`config.mk`:
```
export PLATFORM = sky130hd
export DESIGN_NAME = ssa_ctrl
export DESIGN_NICKNAME = d
export VERILOG_FILES = /design/src/rtl/ssa_pkg.sv /design/src/rtl/ssa_capture.sv /design/src/rtl/ssa_ctrl.sv
export VERILOG_INCLUDE_DIRS = /design/src /design/src/rtl
export SDC_FILE = /design/constraint.sdc
export NUM_CORES = 1
export LEC_CHECK = 0
export BUFFER_PORTS_ARGS = -buffer_cell sky130_fd_sc_hd__buf_2
export CORE_MARGIN = 5
export CORE_UTILIZATION = 40
export CTS_BUF_LIST = sky130_fd_sc_hd__clkbuf_8
export CTS_CLUSTER_SIZE = 14
export DETAILED_ROUTE_END_ITERATION = 12
export PLACE_DENSITY = 0.56
export SYNTH_ARGS = -nofsm -noshare
export SYNTH_HDL_FRONTEND = slang
export SYNTH_SLANG_ARGS = --single-unit
```
`constraint.sdc`:
```
create_clock -name pclk -period 2.6 [get_ports pclk]
set_clock_uncertainty 0.1 [all_clocks]
set_input_delay 0.65 -clock pclk [delete_from_list [all_inputs] [get_ports pclk]]
set_output_delay 0.65 -clock pclk [all_outputs]
set_load 0.05 [all_outputs]
```
`src/rtl/ssa_cfg.svh`:
```
// Offsets, field positions, reset values and timing counts of the slope converter control.
`ifndef SSA_CFG_SVH
`define SSA_CFG_SVH
`define SSA_OFF_MODE      12'h000
`define SSA_OFF_TRIM      12'h004
`define SSA_OFF_CAP0      12'h008
`define SSA_OFF_CAP1      12'h00c
`define SSA_OFF_CAP2      12'h010
`define SSA_OFF_CAP3      12'h014
`define SSA_OFF_IRQ_STAT  12'h018
`define SSA_OFF_IRQ_CLR   12'h01c
`define SSA_OFF_IRQ_EN    12'h020
`define SSA_OFF_STATUS    12'h024
`define SSA_MODE_MUX_LO   0
`define SSA_MODE_MUX_HI   1
`define SSA_MODE_RATE     7
`define SSA_MODE_RST      8'h00
`define SSA_TRIM_RST      3'h0
`define SSA_CNT_MAX       12'hfff
`define SSA_CNT_ZERO      12'h000
`define SSA_IRQ_CAP0      0
`define SSA_IRQ_DONE      4
`define SSA_IRQ_FAULT     5
`endif

```
`src/rtl/ssa_pkg.sv`:
```
// Types shared by the slope converter control files.
package ssa_pkg;
    typedef logic [11:0] ssa_count_t;
    typedef struct packed {
        logic       rate_fast;
        logic [1:0] aux_sel;
    } ssa_mode_s;
    typedef enum logic [2:0] {
        SSA_IDLE  = 3'b001,
        SSA_RESET = 3'b010,
        SSA_COUNT = 3'b100
    } ssa_state_e;
endpackage

```
`src/rtl/ssa_capture.sv`:
```
// One capture channel: latches the shared count on the first comparator trip.
`timescale 1ns/1ns
`include "ssa_cfg.svh"
module ssa_capture (
    // Clock and reset
    input  wire logic              pclk,
    input  wire logic              presetn,
    // Conversion control
    input  wire logic              restart,
    input  wire logic              counting,
    input  wire ssa_pkg::ssa_count_t count,
    input  wire logic              comp_trip,
    // Result
    output ssa_pkg::ssa_count_t    result,
    output logic                   tripped,
    output logic                   captured
);
    ssa_pkg::ssa_count_t run_val;
    logic                comp_q;

    always_ff @(posedge pclk or negedge presetn) begin
        if (!presetn) begin
            comp_q <= 1'b0;
        end else begin
            comp_q <= comp_trip;
        end
    end

    assign captured = counting && !tripped && comp_trip && !comp_q;

    always_ff @(posedge pclk or negedge presetn) begin
        if (!presetn) begin
            tripped <= 1'b0;
            run_val <= `SSA_CNT_ZERO;
        end else if (restart) begin
            tripped <= 1'b0;
            run_val <= `SSA_CNT_ZERO;
        end else if (captured) begin
            tripped <= 1'b1;
            run_val <= count;
        end
    end

    // The reported value updates at restart; an untripped channel reports zero.
    always_ff @(posedge pclk or negedge presetn) begin
        if (!presetn) begin
            result <= `SSA_CNT_ZERO;
        end else if (restart) begin
            result <= tripped ? run_val : `SSA_CNT_ZERO;
        end
    end
endmodule // ssa_capture

```
`src/rtl/ssa_ctrl.sv`:
```
// Single slope converter control with APB registers.
//
// Contract
// - Aux select 11 picks internal reference.
// - One shared timer; per-channel capture on trip.
// - Timer and captures are twelve bits.
// - Sync pulse discharges ramp, restarts timer.
// - Rate bit clear counts half rate.
// - Count saturates at its twelve-bit maximum.
// - Window follows sync spacing, single or double.
// - No trip before restart reports zero.
// - Three-bit trim selects eight current steps.
// - Trim resets to zero.
// - Sample-and-hold captures on sync falling edge.
// - Current sense trip drives fault line low.
//
// The register offsets and register access over APB are this design's own decisions.
`timescale 1ns/1ns
`include "ssa_cfg.svh"
module ssa_ctrl (
    // Clock and reset
    input  wire logic        pclk,
    input  wire logic        presetn,
    // APB slave
    input  wire logic        psel,
    input  wire logic        penable,
    input  wire logic        pwrite,
    input  wire logic [11:0] paddr,
    input  wire logic [31:0] pwdata,
    output logic [31:0]      prdata,
    output logic             pready,
    output logic             pslverr,
    // Analog side
    input  wire logic        period_sync_pulse,
    input  wire logic [3:0]  comp_trip,
    input  wire logic        sense_below_trip,
    output logic             aux_select_lo,
    output logic             aux_select_hi,
    output logic             ramp_discharge,
    output logic [2:0]       ramp_current_trim,
    output logic             sense_hold_strobe,
    output logic             fault_trip_n,
    // Interrupt
    output logic             irq
);
    ssa_pkg::ssa_mode_s  mode;
    ssa_pkg::ssa_state_e state;
    ssa_pkg::ssa_count_t count;
    ssa_pkg::ssa_count_t cap [4];
    logic [3:0]          tripped;
    logic [3:0]          captured;
    logic [5:0]          irq_stat;
    logic [5:0]          irq_en;
    logic                sync_q;
    logic                half_en;
    logic                restart;
    logic                sync_fall;
    logic                sense_q;
    logic                wr;
    logic                rd;

    ////////////////////////////////////////////////////////////////////////////
    // Bus access.
    assign pready  = 1'b1;
    assign wr      = psel && penable && pwrite;
    assign rd      = psel && !pwrite;
    assign pslverr = 1'b0;

    always_ff @(posedge pclk or negedge presetn) begin
        if (!presetn) begin
            mode <= '0;
        end else if (wr && paddr == `SSA_OFF_MODE) begin
            mode.aux_sel   <= {pwdata[`SSA_MODE_MUX_HI], pwdata[`SSA_MODE_MUX_LO]};
            mode.rate_fast <= pwdata[`SSA_MODE_RATE];
        end
    end

    always_ff @(posedge pclk or negedge presetn) begin
        if (!presetn) begin
            ramp_current_trim <= `SSA_TRIM_RST;
        end else if (wr && paddr == `SSA_OFF_TRIM) begin
            ramp_current_trim <= pwdata[2:0];
        end
    end

    always_ff @(posedge pclk or negedge presetn) begin
        if (!presetn) begin
            irq_en <= 6'h00;
        end else if (wr && paddr == `SSA_OFF_IRQ_EN) begin
            irq_en <= pwdata[5:0];
        end
    end

    always_ff @(posedge pclk or negedge presetn) begin
        if (!presetn) begin
            prdata <= 32'h0000_0000;
        end else if (rd && !penable) begin
            unique case (paddr)
                `SSA_OFF_MODE:     prdata <= {24'h000000, mode.rate_fast, 5'h00, mode.aux_sel};
                `SSA_OFF_TRIM:     prdata <= {29'h00000000, ramp_current_trim};
                `SSA_OFF_CAP0:     prdata <= {20'h00000, cap[0]};
                `SSA_OFF_CAP1:     prdata <= {20'h00000, cap[1]};
                `SSA_OFF_CAP2:     prdata <= {20'h00000, cap[2]};
                `SSA_OFF_CAP3:     prdata <= {20'h00000, cap[3]};
                `SSA_OFF_IRQ_STAT: prdata <= {26'h0000000, irq_stat};
                `SSA_OFF_IRQ_EN:   prdata <= {26'h0000000, irq_en};
                `SSA_OFF_STATUS:   prdata <= {16'h0000, tripped, count};
                default:           prdata <= 32'h0000_0000;
            endcase
        end
    end

    ////////////////////////////////////////////////////////////////////////////
    // Aux multiplexer select.
    assign aux_select_lo = mode.aux_sel[0];
    assign aux_select_hi = mode.aux_sel[1];

    ////////////////////////////////////////////////////////////////////////////
    // Conversion timer.
    always_ff @(posedge pclk or negedge presetn) begin
        if (!presetn) begin
            sync_q <= 1'b0;
        end else begin
            sync_q <= period_sync_pulse;
        end
    end

    // Every sync pulse starts a window, so double update shortens it by itself.
    assign restart   = period_sync_pulse && !sync_q;
    assign sync_fall = !period_sync_pulse && sync_q;
    assign ramp_discharge    = period_sync_pulse;
    assign sense_hold_strobe = sync_fall;

    always_ff @(posedge pclk or negedge presetn) begin
        if (!presetn) begin
            half_en <= 1'b0;
        end else if (period_sync_pulse) begin
            half_en <= 1'b0;
        end else begin
            half_en <= !half_en;
        end
    end

    always_ff @(posedge pclk or negedge presetn) begin
        if (!presetn) begin
            state <= ssa_pkg::SSA_IDLE;
        end else begin
            unique case (state)
                ssa_pkg::SSA_IDLE:  if (period_sync_pulse) state <= ssa_pkg::SSA_RESET;
                ssa_pkg::SSA_RESET: if (!period_sync_pulse) state <= ssa_pkg::SSA_COUNT;
                ssa_pkg::SSA_COUNT: if (period_sync_pulse) state <= ssa_pkg::SSA_RESET;
                default:            state <= ssa_pkg::SSA_IDLE;
            endcase
        end
    end

    always_ff @(posedge pclk or negedge presetn) begin
        if (!presetn) begin
            count <= `SSA_CNT_ZERO;
        end else if (period_sync_pulse) begin
            count <= `SSA_CNT_ZERO;
        end else if (state == ssa_pkg::SSA_COUNT && count != `SSA_CNT_MAX
                     && (mode.rate_fast || half_en)) begin
            count <= count + 12'h001;
        end
    end

    ////////////////////////////////////////////////////////////////////////////
    // Capture channels.
    genvar gi;
    generate
        for (gi = 0; gi < 4; gi++) begin : g_ch
            ssa_capture u_cap (
                .pclk      (pclk),
                .presetn   (presetn),
                .restart   (restart),
                .counting  (state == ssa_pkg::SSA_COUNT),
                .count     (count),
                .comp_trip (comp_trip[gi]),
                .result    (cap[gi]),
                .tripped   (tripped[gi]),
                .captured  (captured[gi])
            );
        end
    endgenerate

    ////////////////////////////////////////////////////////////////////////////
    // Current sense fault line.
    always_ff @(posedge pclk or negedge presetn) begin
        if (!presetn) begin
            sense_q      <= 1'b0;
            fault_trip_n <= 1'b1;
        end else begin
            sense_q      <= sense_below_trip;
            fault_trip_n <= !sense_below_trip;
        end
    end

    ////////////////////////////////////////////////////////////////////////////
    // Interrupts: set wins over a clear in the same cycle.
    logic [5:0] irq_set;
    assign irq_set = {sense_below_trip && !sense_q, restart, captured};

    always_ff @(posedge pclk or negedge presetn) begin
        if (!presetn) begin
            irq_stat <= 6'h00;
        end else begin
            irq_stat <= (irq_stat & ~((wr && paddr == `SSA_OFF_IRQ_CLR) ? pwdata[5:0] : 6'h00)) | irq_set;
        end
    end

    assign irq = |(irq_stat & irq_en);

    ////////////////////////////////////////////////////////////////////////////
    // Checks.
    a_sync_clears: assert property (@(posedge pclk) disable iff (!presetn)
        period_sync_pulse |=> count == `SSA_CNT_ZERO) else $error("count not cleared by sync");
    a_count_sat: assert property (@(posedge pclk) disable iff (!presetn)
        count == `SSA_CNT_MAX && !period_sync_pulse |=> count == `SSA_CNT_MAX) else $error("count wrapped");
    a_slow_rate: assert property (@(posedge pclk) disable iff (!presetn)
        !mode.rate_fast && $past(!mode.rate_fast) && !period_sync_pulse && count != `SSA_CNT_ZERO
        |=> count == $past(count) || $past(count) == $past(count, 2)) else $error("slow rate too fast");
    a_fast_rate: assert property (@(posedge pclk) disable iff (!presetn)
        mode.rate_fast && state == ssa_pkg::SSA_COUNT && !period_sync_pulse && count != `SSA_CNT_MAX
        |=> count == $past(count) + 12'h001) else $error("fast rate stalled");
    a_aux_select: assert property (@(posedge pclk) disable iff (!presetn)
        {aux_select_hi, aux_select_lo} == mode.aux_sel) else $error("aux select mismatch");
    a_trim_write: assert property (@(posedge pclk) disable iff (!presetn)
        wr && paddr == `SSA_OFF_TRIM |=> ramp_current_trim == $past(pwdata[2:0])) else $error("trim not written");
    a_hold_edge: assert property (@(posedge pclk) disable iff (!presetn)
        $fell(period_sync_pulse) |-> sense_hold_strobe) else $error("hold strobe missing");
    a_fault_low: assert property (@(posedge pclk) disable iff (!presetn)
        sense_below_trip |=> !fault_trip_n) else $error("fault line not low");
    a_zero_report: assert property (@(posedge pclk) disable iff (!presetn)
        restart && !tripped[0] |=> cap[0] == `SSA_CNT_ZERO) else $error("untripped channel not zero");
    a_first_trip: assert property (@(posedge pclk) disable iff (!presetn)
        tripped[1] && !restart |=> $stable(tripped[1])) else $error("second trip taken");
    a_trim_reset: assert property (@(posedge pclk) $rose(presetn) |-> ramp_current_trim == `SSA_TRIM_RST)
        else $error("trim not reset");
    a_shared_cap: assert property (@(posedge pclk) disable iff (!presetn)
        captured[2] |=> tripped[2]) else $error("capture not marked");

    ////////////////////////////////////////////////////////////////////////////
    // Bus and register checks.
    a_ready_high: assert property (@(posedge pclk) disable iff (!presetn)
        psel
        |-> pready) else $error("ready not high");

    a_no_slverr: assert property (@(posedge pclk) disable iff (!presetn)
        psel
        |-> !pslverr) else $error("slave error raised");

    a_read_mode: assert property (@(posedge pclk) disable iff (!presetn)
        rd && !penable && paddr == `SSA_OFF_MODE
        |=> prdata == {24'h000000, $past(mode.rate_fast), 5'h00, $past(mode.aux_sel)}) else $error("mode read wrong");

    a_read_trim: assert property (@(posedge pclk) disable iff (!presetn)
        rd && !penable && paddr == `SSA_OFF_TRIM
        |=> prdata[2:0] == $past(ramp_current_trim)) else $error("trim read wrong");

    a_read_cap0: assert property (@(posedge pclk) disable iff (!presetn)
        rd && !penable && paddr == `SSA_OFF_CAP0
        |=> prdata[11:0] == $past(cap[0])) else $error("capture read wrong");

    a_read_upper: assert property (@(posedge pclk) disable iff (!presetn)
        rd && !penable
        |=> prdata[31:16] == 16'h0000) else $error("upper read bits set");

    a_mode_write: assert property (@(posedge pclk) disable iff (!presetn)
        wr && paddr == `SSA_OFF_MODE
        |=> mode.rate_fast == $past(pwdata[`SSA_MODE_RATE])) else $error("rate bit not written");

    a_irq_en_write: assert property (@(posedge pclk) disable iff (!presetn)
        wr && paddr == `SSA_OFF_IRQ_EN
        |=> irq_en == $past(pwdata[5:0])) else $error("irq enable not written");

    a_irq_set_wins: assert property (@(posedge pclk) disable iff (!presetn)
        irq_set[`SSA_IRQ_DONE]
        |=> irq_stat[`SSA_IRQ_DONE]) else $error("restart event lost");

    a_irq_clear: assert property (@(posedge pclk) disable iff (!presetn)
        wr && paddr == `SSA_OFF_IRQ_CLR && pwdata[`SSA_IRQ_DONE] && !irq_set[`SSA_IRQ_DONE]
        |=> !irq_stat[`SSA_IRQ_DONE]) else $error("restart flag not cleared");

    a_irq_off: assert property (@(posedge pclk) disable iff (!presetn)
        irq_en == 6'h00
        |-> !irq) else $error("irq with nothing enabled");

    ////////////////////////////////////////////////////////////////////////////
    // Conversion checks.
    a_discharge_pin: assert property (@(posedge pclk) disable iff (!presetn)
        period_sync_pulse
        |-> ramp_discharge) else $error("ramp not discharged");

    a_hold_once: assert property (@(posedge pclk) disable iff (!presetn)
        sense_hold_strobe
        |=> !sense_hold_strobe) else $error("hold strobe too long");

    a_strobe_quiet: assert property (@(posedge pclk) disable iff (!presetn)
        period_sync_pulse
        |-> !sense_hold_strobe) else $error("hold strobe during sync");

    a_restart_state: assert property (@(posedge pclk) disable iff (!presetn)
        restart
        |=> state == ssa_pkg::SSA_RESET) else $error("restart not taken");

    a_count_start: assert property (@(posedge pclk) disable iff (!presetn)
        state == ssa_pkg::SSA_RESET && !period_sync_pulse
        |=> state == ssa_pkg::SSA_COUNT && count == `SSA_CNT_ZERO) else $error("count start wrong");

    a_idle_count: assert property (@(posedge pclk) disable iff (!presetn)
        state == ssa_pkg::SSA_IDLE
        |-> count == `SSA_CNT_ZERO) else $error("count moved before sync");

    a_fault_high: assert property (@(posedge pclk) disable iff (!presetn)
        !sense_below_trip
        |=> fault_trip_n) else $error("fault line stuck low");

    a_cap_hold: assert property (@(posedge pclk) disable iff (!presetn)
        !restart
        |=> $stable(cap[1])) else $error("capture changed mid window");

    a_cap_hold_aux: assert property (@(posedge pclk) disable iff (!presetn)
        !restart
        |=> $stable(cap[3])) else $error("aux capture changed mid window");

    a_trips_cleared: assert property (@(posedge pclk) disable iff (!presetn)
        restart
        |=> tripped == 4'h0) else $error("trip marks not cleared");

    a_state_onehot: assert property (@(posedge pclk) disable iff (!presetn)
        1'b1
        |-> $onehot(state)) else $error("state not one-hot");

    a_half_sync: assert property (@(posedge pclk) disable iff (!presetn)
        period_sync_pulse
        |=> !half_en) else $error("half rate phase not reset");

    a_trim_hold: assert property (@(posedge pclk) disable iff (!presetn)
        !(wr && paddr == `SSA_OFF_TRIM)
        |=> $stable(ramp_current_trim)) else $error("trim changed without write");

    a_aux_ref: assert property (@(posedge pclk) disable iff (!presetn)
        mode.aux_sel == 2'b11
        |-> aux_select_hi && aux_select_lo) else $error("reference not selected");
endmodule // ssa_ctrl

```
## After elaboration in Yosys (flattened, before gate mapping)

Cells that the tools add are included.

| word-level totals | value |
|---|---|
| register bits after elaboration | 173 |
| latch bits | 0 |
| bits in writable memories | 0 |
| bits in read-only memories | 0 |
| output and inout port bits | 43 |
| memories | 0 |

| cells by class | value |
|---|---|
| add/sub/neg operators | 1 |
| multipliers | 0 |
| divide/modulo/power cells | 0 |
| magnitude comparators | 0 |
| equal/unequal tests | 15 |
| shift-type cells | 0 |
| multiplexer cells | 28 |
| bitwise gates (word level) | 4 |
| reductions and logical operators | 50 |

Operators by type and width:

| kind | count |
|---|---|
| $mux 12 | 14 |
| $pmux 16 s9 | 1 |
| $eq 12x5->1 const B | 4 |
| $logic_and 1x1->1 | 25 |
| $eq 12x4->1 const B | 2 |
| $eq 12x6->1 const B | 2 |
| $logic_not 1->1 | 15 |
| $add 12x1->12 const B | 1 |
| $and 6x6->6 | 2 |
| $eq 12x3->1 const B | 1 |
| $logic_not 12->1 | 1 |
| $ne 12x12->1 const B | 1 |
| $reduce_bool 2->1 | 5 |
| $mux 1 | 9 |
| $mux 3 | 2 |
| $mux 6 | 1 |
| $not 6->6 | 1 |
| $or 6x6->6 | 1 |
| $pmux 3 s2 | 1 |
| $reduce_or 6->1 | 1 |
| $eq 3x1->1 const B | 1 |
| $eq 3x2->1 const B | 1 |
| $eq 3x3->1 const B | 1 |
| $ne 2x1->1 const B | 1 |
| 4 further kinds | 4 |

## Longest topological paths before layout

| logic depth | value |
|---|---|
| word-level depth | 7 |
| depth in mapped cells | 7 |

## Hierarchy

Synthesis repeated with hierarchy kept, for this count alone.

| unflattened totals | value |
|---|---|
| cell total of the unflattened synthesis | 695 |
| area total of the unflattened synthesis | 7698.6 µm² |

By module, submodules not included:

| module | times used | cells an instance | area an instance (µm²) | seq. area each (µm²) |
|---|---|---|---|---|
| ssa_capture (g_ch[1].u_cap ...) | 3 | 84 | 1106.1 | 650.6 |
| ssa_ctrl | 1 | 335 | 3220.6 | 1328.8 |
| ssa_capture (g_ch[0].u_cap) | 1 | 108 | 1159.9 | 650.6 |

## Worst setup path after synthesis

OpenSTA, ideal clock, no wires.

| path | value |
|---|---|
| path kind | input port to output port |
| from | input port period_sync_pulse |
| to | output port sense_hold_strobe |
| arrival | 1540 ps |
| required time | 1850 ps |
| path slack | 310 ps |
| cell stages on the path | 2 |
| path through | clkbuf_1 > nor2b_1 |

| between the ends | value |
|---|---|
| longest elaborated chain between the ends | 2 |

RTL lines:

| element | line | RTL |
|---|---|---|
| start, declared | ssa_ctrl.sv:34 | `input wire logic period_sync_pulse,` |
| $logic_not 1->1 | -- |  |
| $logic_and 1x1->1 | ssa_ctrl.sv:130 | `assign sync_fall = !period_sync_pulse && sync_q;` |
| end, declared | ssa_ctrl.sv:41 | `output logic sense_hold_strobe,` |

Every way passes these cells.

## Worst setup path in the final report

| path | value |
|---|---|
| from | register count[0] |
| to | register count[3] |

| between the ends | value |
|---|---|
| longest elaborated chain between the ends | 4 |
| elaborated cells between the ends (all ways) | 7 |
| those cells by class | 1 x add/sub; 1 x eq/ne; 2 x mux; 3 x reduce/logical |

RTL lines:

| element | line | RTL |
|---|---|---|
| start, declared | ssa_ctrl.sv:48 | `ssa_pkg::ssa_count_t count;` |
| start signal, assigned | ssa_ctrl.sv:159 | `` count <= `SSA_CNT_ZERO; `` |
| start signal, assigned | ssa_ctrl.sv:161 | `` count <= `SSA_CNT_ZERO; `` |
| start signal, assigned | ssa_ctrl.sv:164 | `count <= count + 12'h001;` |
| branches (longest 4 deep; another with $add 12x1->12) | -- |  |

Parallel ways; which one is timed is not known. The select of a mux whose other input is x is not followed.
A chain may end at the register's enable or synchronous reset.

==> impl_summary.log <==
INFO  metric rsz0062_at_grt = false
INFO  metric cts_root_buffer = clkbuf_8
INFO  metric fp.dieH = ~140 um
INFO  metric yosys_most_used_dff = dfrtp_1
INFO  metric regToRegEndpoint = count[3]
INFO  metric placement_rows = 49
INFO  metric post_synth_most_frequent_cells = 212 x nand2_1, 155 x dfrtp_1, 62 x nand3_1
INFO  metric netlist.area_leader.share = 53.4%
INFO  metric num_antenna_cells = 0
INFO  metric drt-pass1-iter-count = 5
INFO  metric clock_buffer_depth = 2
INFO  metric setup-violations-final = 0
INFO  metric run_status = finished clean
INFO  metric vias_per_cell = 5.38
INFO  metric grt-ovfl-total = 0
INFO  metric routabilityCongestion = slightly below 0.9
INFO  metric antenna_violations_before_repair = 0
INFO  metric power.leakage = 3.92 nW
INFO  metric share_of_synthesized_area_spent_on_multiplexers = under 10%
INFO  metric top_level_ports = just under 100
INFO  metric post_cts_resized = 0
INFO  metric wp_data_required = between 2000 and 3000 ps
INFO  metric worst-r2r-setup-slack = about 390 ps
INFO  metric tritoncts.num_buffers = 17
INFO  metric routed_wl = ~20000 um
INFO  metric post_route_fraction_of_the_period_consumed_by_the_critical_path = 85.1%
INFO  metric final_max_slew_violation_count = 0
INFO  metric yosys_warnings = 0
INFO  metric design.final.nets = between 800 and 900
INFO  metric asyncSetResetFlopFracSynth = 100%
INFO  metric synthTopCellsByArea = dfrtp_1 53%, nand2_1 11%, nand3_1 4.3%
INFO  metric tightest_slew = between 600 and 700 ps
INFO  metric worst_ep_arrival_time = between 2000 and 2500 ps
INFO  metric groute.usage.overall = approximately a fifth
INFO  metric grt_pass1_vias = 5432
INFO  metric critPathLaunchType = register
INFO  metric synth.most_common_cell = nand2_1
INFO  metric post_synthesis_compound_gate_area_fraction = between 10% and 20%
INFO  metric yosys.area_share.xor_xnor = under 10%
INFO  metric detail_route.iter0.violations = between 500 and 600
INFO  metric initial_utilization = just over 40%
INFO  metric max_freq = 452 MHz
INFO  metric drive_gt1_share = 18.6%
INFO  metric clk-insertion-delay-late = between 400 and 500 ps
INFO  metric post_cts_hold_buffer_count = 0
INFO  metric vias = between 5000 and 6000
INFO  metric cts.reportedPaths.clkPinSlew = 80 ps
INFO  metric main_combinational_cell_family_by_area_after_synthesis = simple AND/OR/NAND/NOR gates
INFO  metric cts_setup_buffers = 0
INFO  metric grt_pass1_wl = between 30000 and 40000 um
INFO  metric areaGrowthSynthToFinish = 13.0%
INFO  metric ir_worst_vdd = about 0.27 mV
INFO  metric die-area = ~21000 um^2
INFO  metric hold_wc_path_type = in -> async
INFO  metric detailedPlace.worstSlack = 131 ps
INFO  metric largest_net_degree_at_the_start_of_global_routing = 58
INFO  metric postRouteAntennaNets = 0
INFO  metric clock_sink_count = ~160
INFO  metric detailedPlacementHpwl = ~13000 um
INFO  metric fp.dieW = around 140 um
INFO  metric crit_type = reg -> reg
INFO  metric cp-end-kind = register
INFO  metric synthesis.area = about 7300 um^2
INFO  metric worst_setup_path_endpoint = count[3]
INFO  metric final_critical_path_setup_slack = 386 ps
INFO  metric post_synth_fa_ha_maj_area_fraction = less than 1%
INFO  metric reg2regPathDepth = 7
INFO  metric ctsHtreeMaxLevel = 4
INFO  metric finalSetupTns = 0 ps
INFO  metric timing.max_cap.violations = 0
INFO  metric route.detailed.wl_per_inst = 18.4 um
INFO  metric post_synth_top_area_cell = dfrtp_1
INFO  metric cts_tree = built
INFO  metric netlist-cell-type-count = 52
INFO  metric pwr_density_cell = around 600 nW/um^2
INFO  metric final_hold_viol_count = 0
INFO  metric postSynthCellCount = just under 800
INFO  metric postSynthAreaPerCell = ~9.4 um^2
INFO  metric critPathMaxFanout = 9
INFO  metric port-buffer-count = between 50 and 60
INFO  metric synth-edff-count = 0
INFO  metric timing.final.crit_period = approximately 2200 ps
INFO  metric rr_startpoint = count[0]
INFO  metric critical_path.startpoint = count[0]
INFO  metric synth_simple_gate_area_share = between 20% and 30%
INFO  metric sequential_area_share_after_synthesis = approximately 54%
INFO  metric ys_seq_elements = around 160
INFO  metric utilization = 45.8%
INFO  metric drc = 0
INFO  metric core-area = 17900 um^2
INFO  metric max_slew_margin = between 50% and 60%
-- metrics by stage --
step / area, um^2 / hold slack (ps) / power (W) / std cells
after floorplan: 7320 / 254 / 0.00289 / 788
after global routing: 8210 / 83.5 / 0.00503 / 1056
after global placement: 7810 / 306 / 0.00301 / 1026
final: 8210 / 55.6 / 0.00484 / 1056
after CTS: 8210 / 58.7 / 0.00489 / 1056
after detailed placement: 7810 / 316 / 0.00303 / 1026
-- registers in the layout (all words and copies together) (netlist names) --
register,count
irq_en,6
irq_stat,6
aux_select_hi,1
sync_q,1
mode,1
g_ch.u_cap.tripped,4
aux_select_lo,1
g_ch.u_cap.comp_q,4
g_ch.u_cap.run_val,48
count,12
state,3
g_ch.u_cap.result,48
half_en,1
ramp_current_trim,3
fault_trip_n,1
prdata,16
sense_q,1
-- area by class of cell --
| cell class | count | area, um^2 |
|---|---|---|
| clock buffer | 20 | 275 |
| sequential | 157 | 3930 |
| clock inverter | 10 | 124 |
| tap | 229 | 287 |
| inverter | 3 | 11.3 |
| multi-input combinational | 551 | 3010 |
| timing repair buffer | 86 | 567 |
| fill | 1762 | 9700 |
-- critical path: stages (launching register included) --
cell and delay, ps:
dfrtp_1 680, ha_1 250, nand3_1 170, nor4_1 380, buf_4 230, nor3_1 70, xnor2_1 160, nor2_1 60
-- how the worst min path moves through the flow --
stage                  from                  endpoint  slack [ps]  cells past startpoint
finish              presetn  g_ch[2].u_cap.run_val[1]          60                      1
floorplan           presetn             aux_select_hi         250                      0
detailed placement  sense_q               irq_stat[5]         320                      1
CTS                 presetn  g_ch[3].u_cap.run_val[3]          60                      1
global placement    sense_q               irq_stat[5]         310                      1
global route        presetn  g_ch[2].u_cap.run_val[1]          80                      1
-- metal layers --
metal,track usage (%),vias up,share of wire (%)
met1,26.9,2796,45
li1,-,2670,-
met3,4.07,29,6.6
met2,29.9,185,46
met5,0,-,0
met4,6.48,0,2.3
-- kinds of logic after synthesis --
kind of cell | after synthesis
compound gates | 119
xor+xnor | 12
fa+ha+maj | 1
buf+inv | 80
flops | 157
mux | 38
other cells | 2
simple gates | 363
-- report_power, final --
group	leakage [nW]	internal, W	switching [W]
clock network	0.214	0.00100	0.000866
logic	1.54	0.000120	0.000282
registers	2.16	0.00250	0.0000767
total	3.92	0.00362	0.00122
-- layout by cell type (no fill, tap or decap), types with 18 or more instances in the layout --
cell | Yosys | layout
nand2_1 | 212 | 212
dfrtp_1 | 155 | 155
mux2_2 | 26 | 26
nand3_1 | 62 | 62
clkbuf_8 | 0 | 20
conb_1 | 2 | 18
nor2_1 | 39 | 39
buf_4 | 19 | 28
buf_2 | 8 | 53
a21oi_1 | 51 | 51
Power figures use the tool's default switching activity.
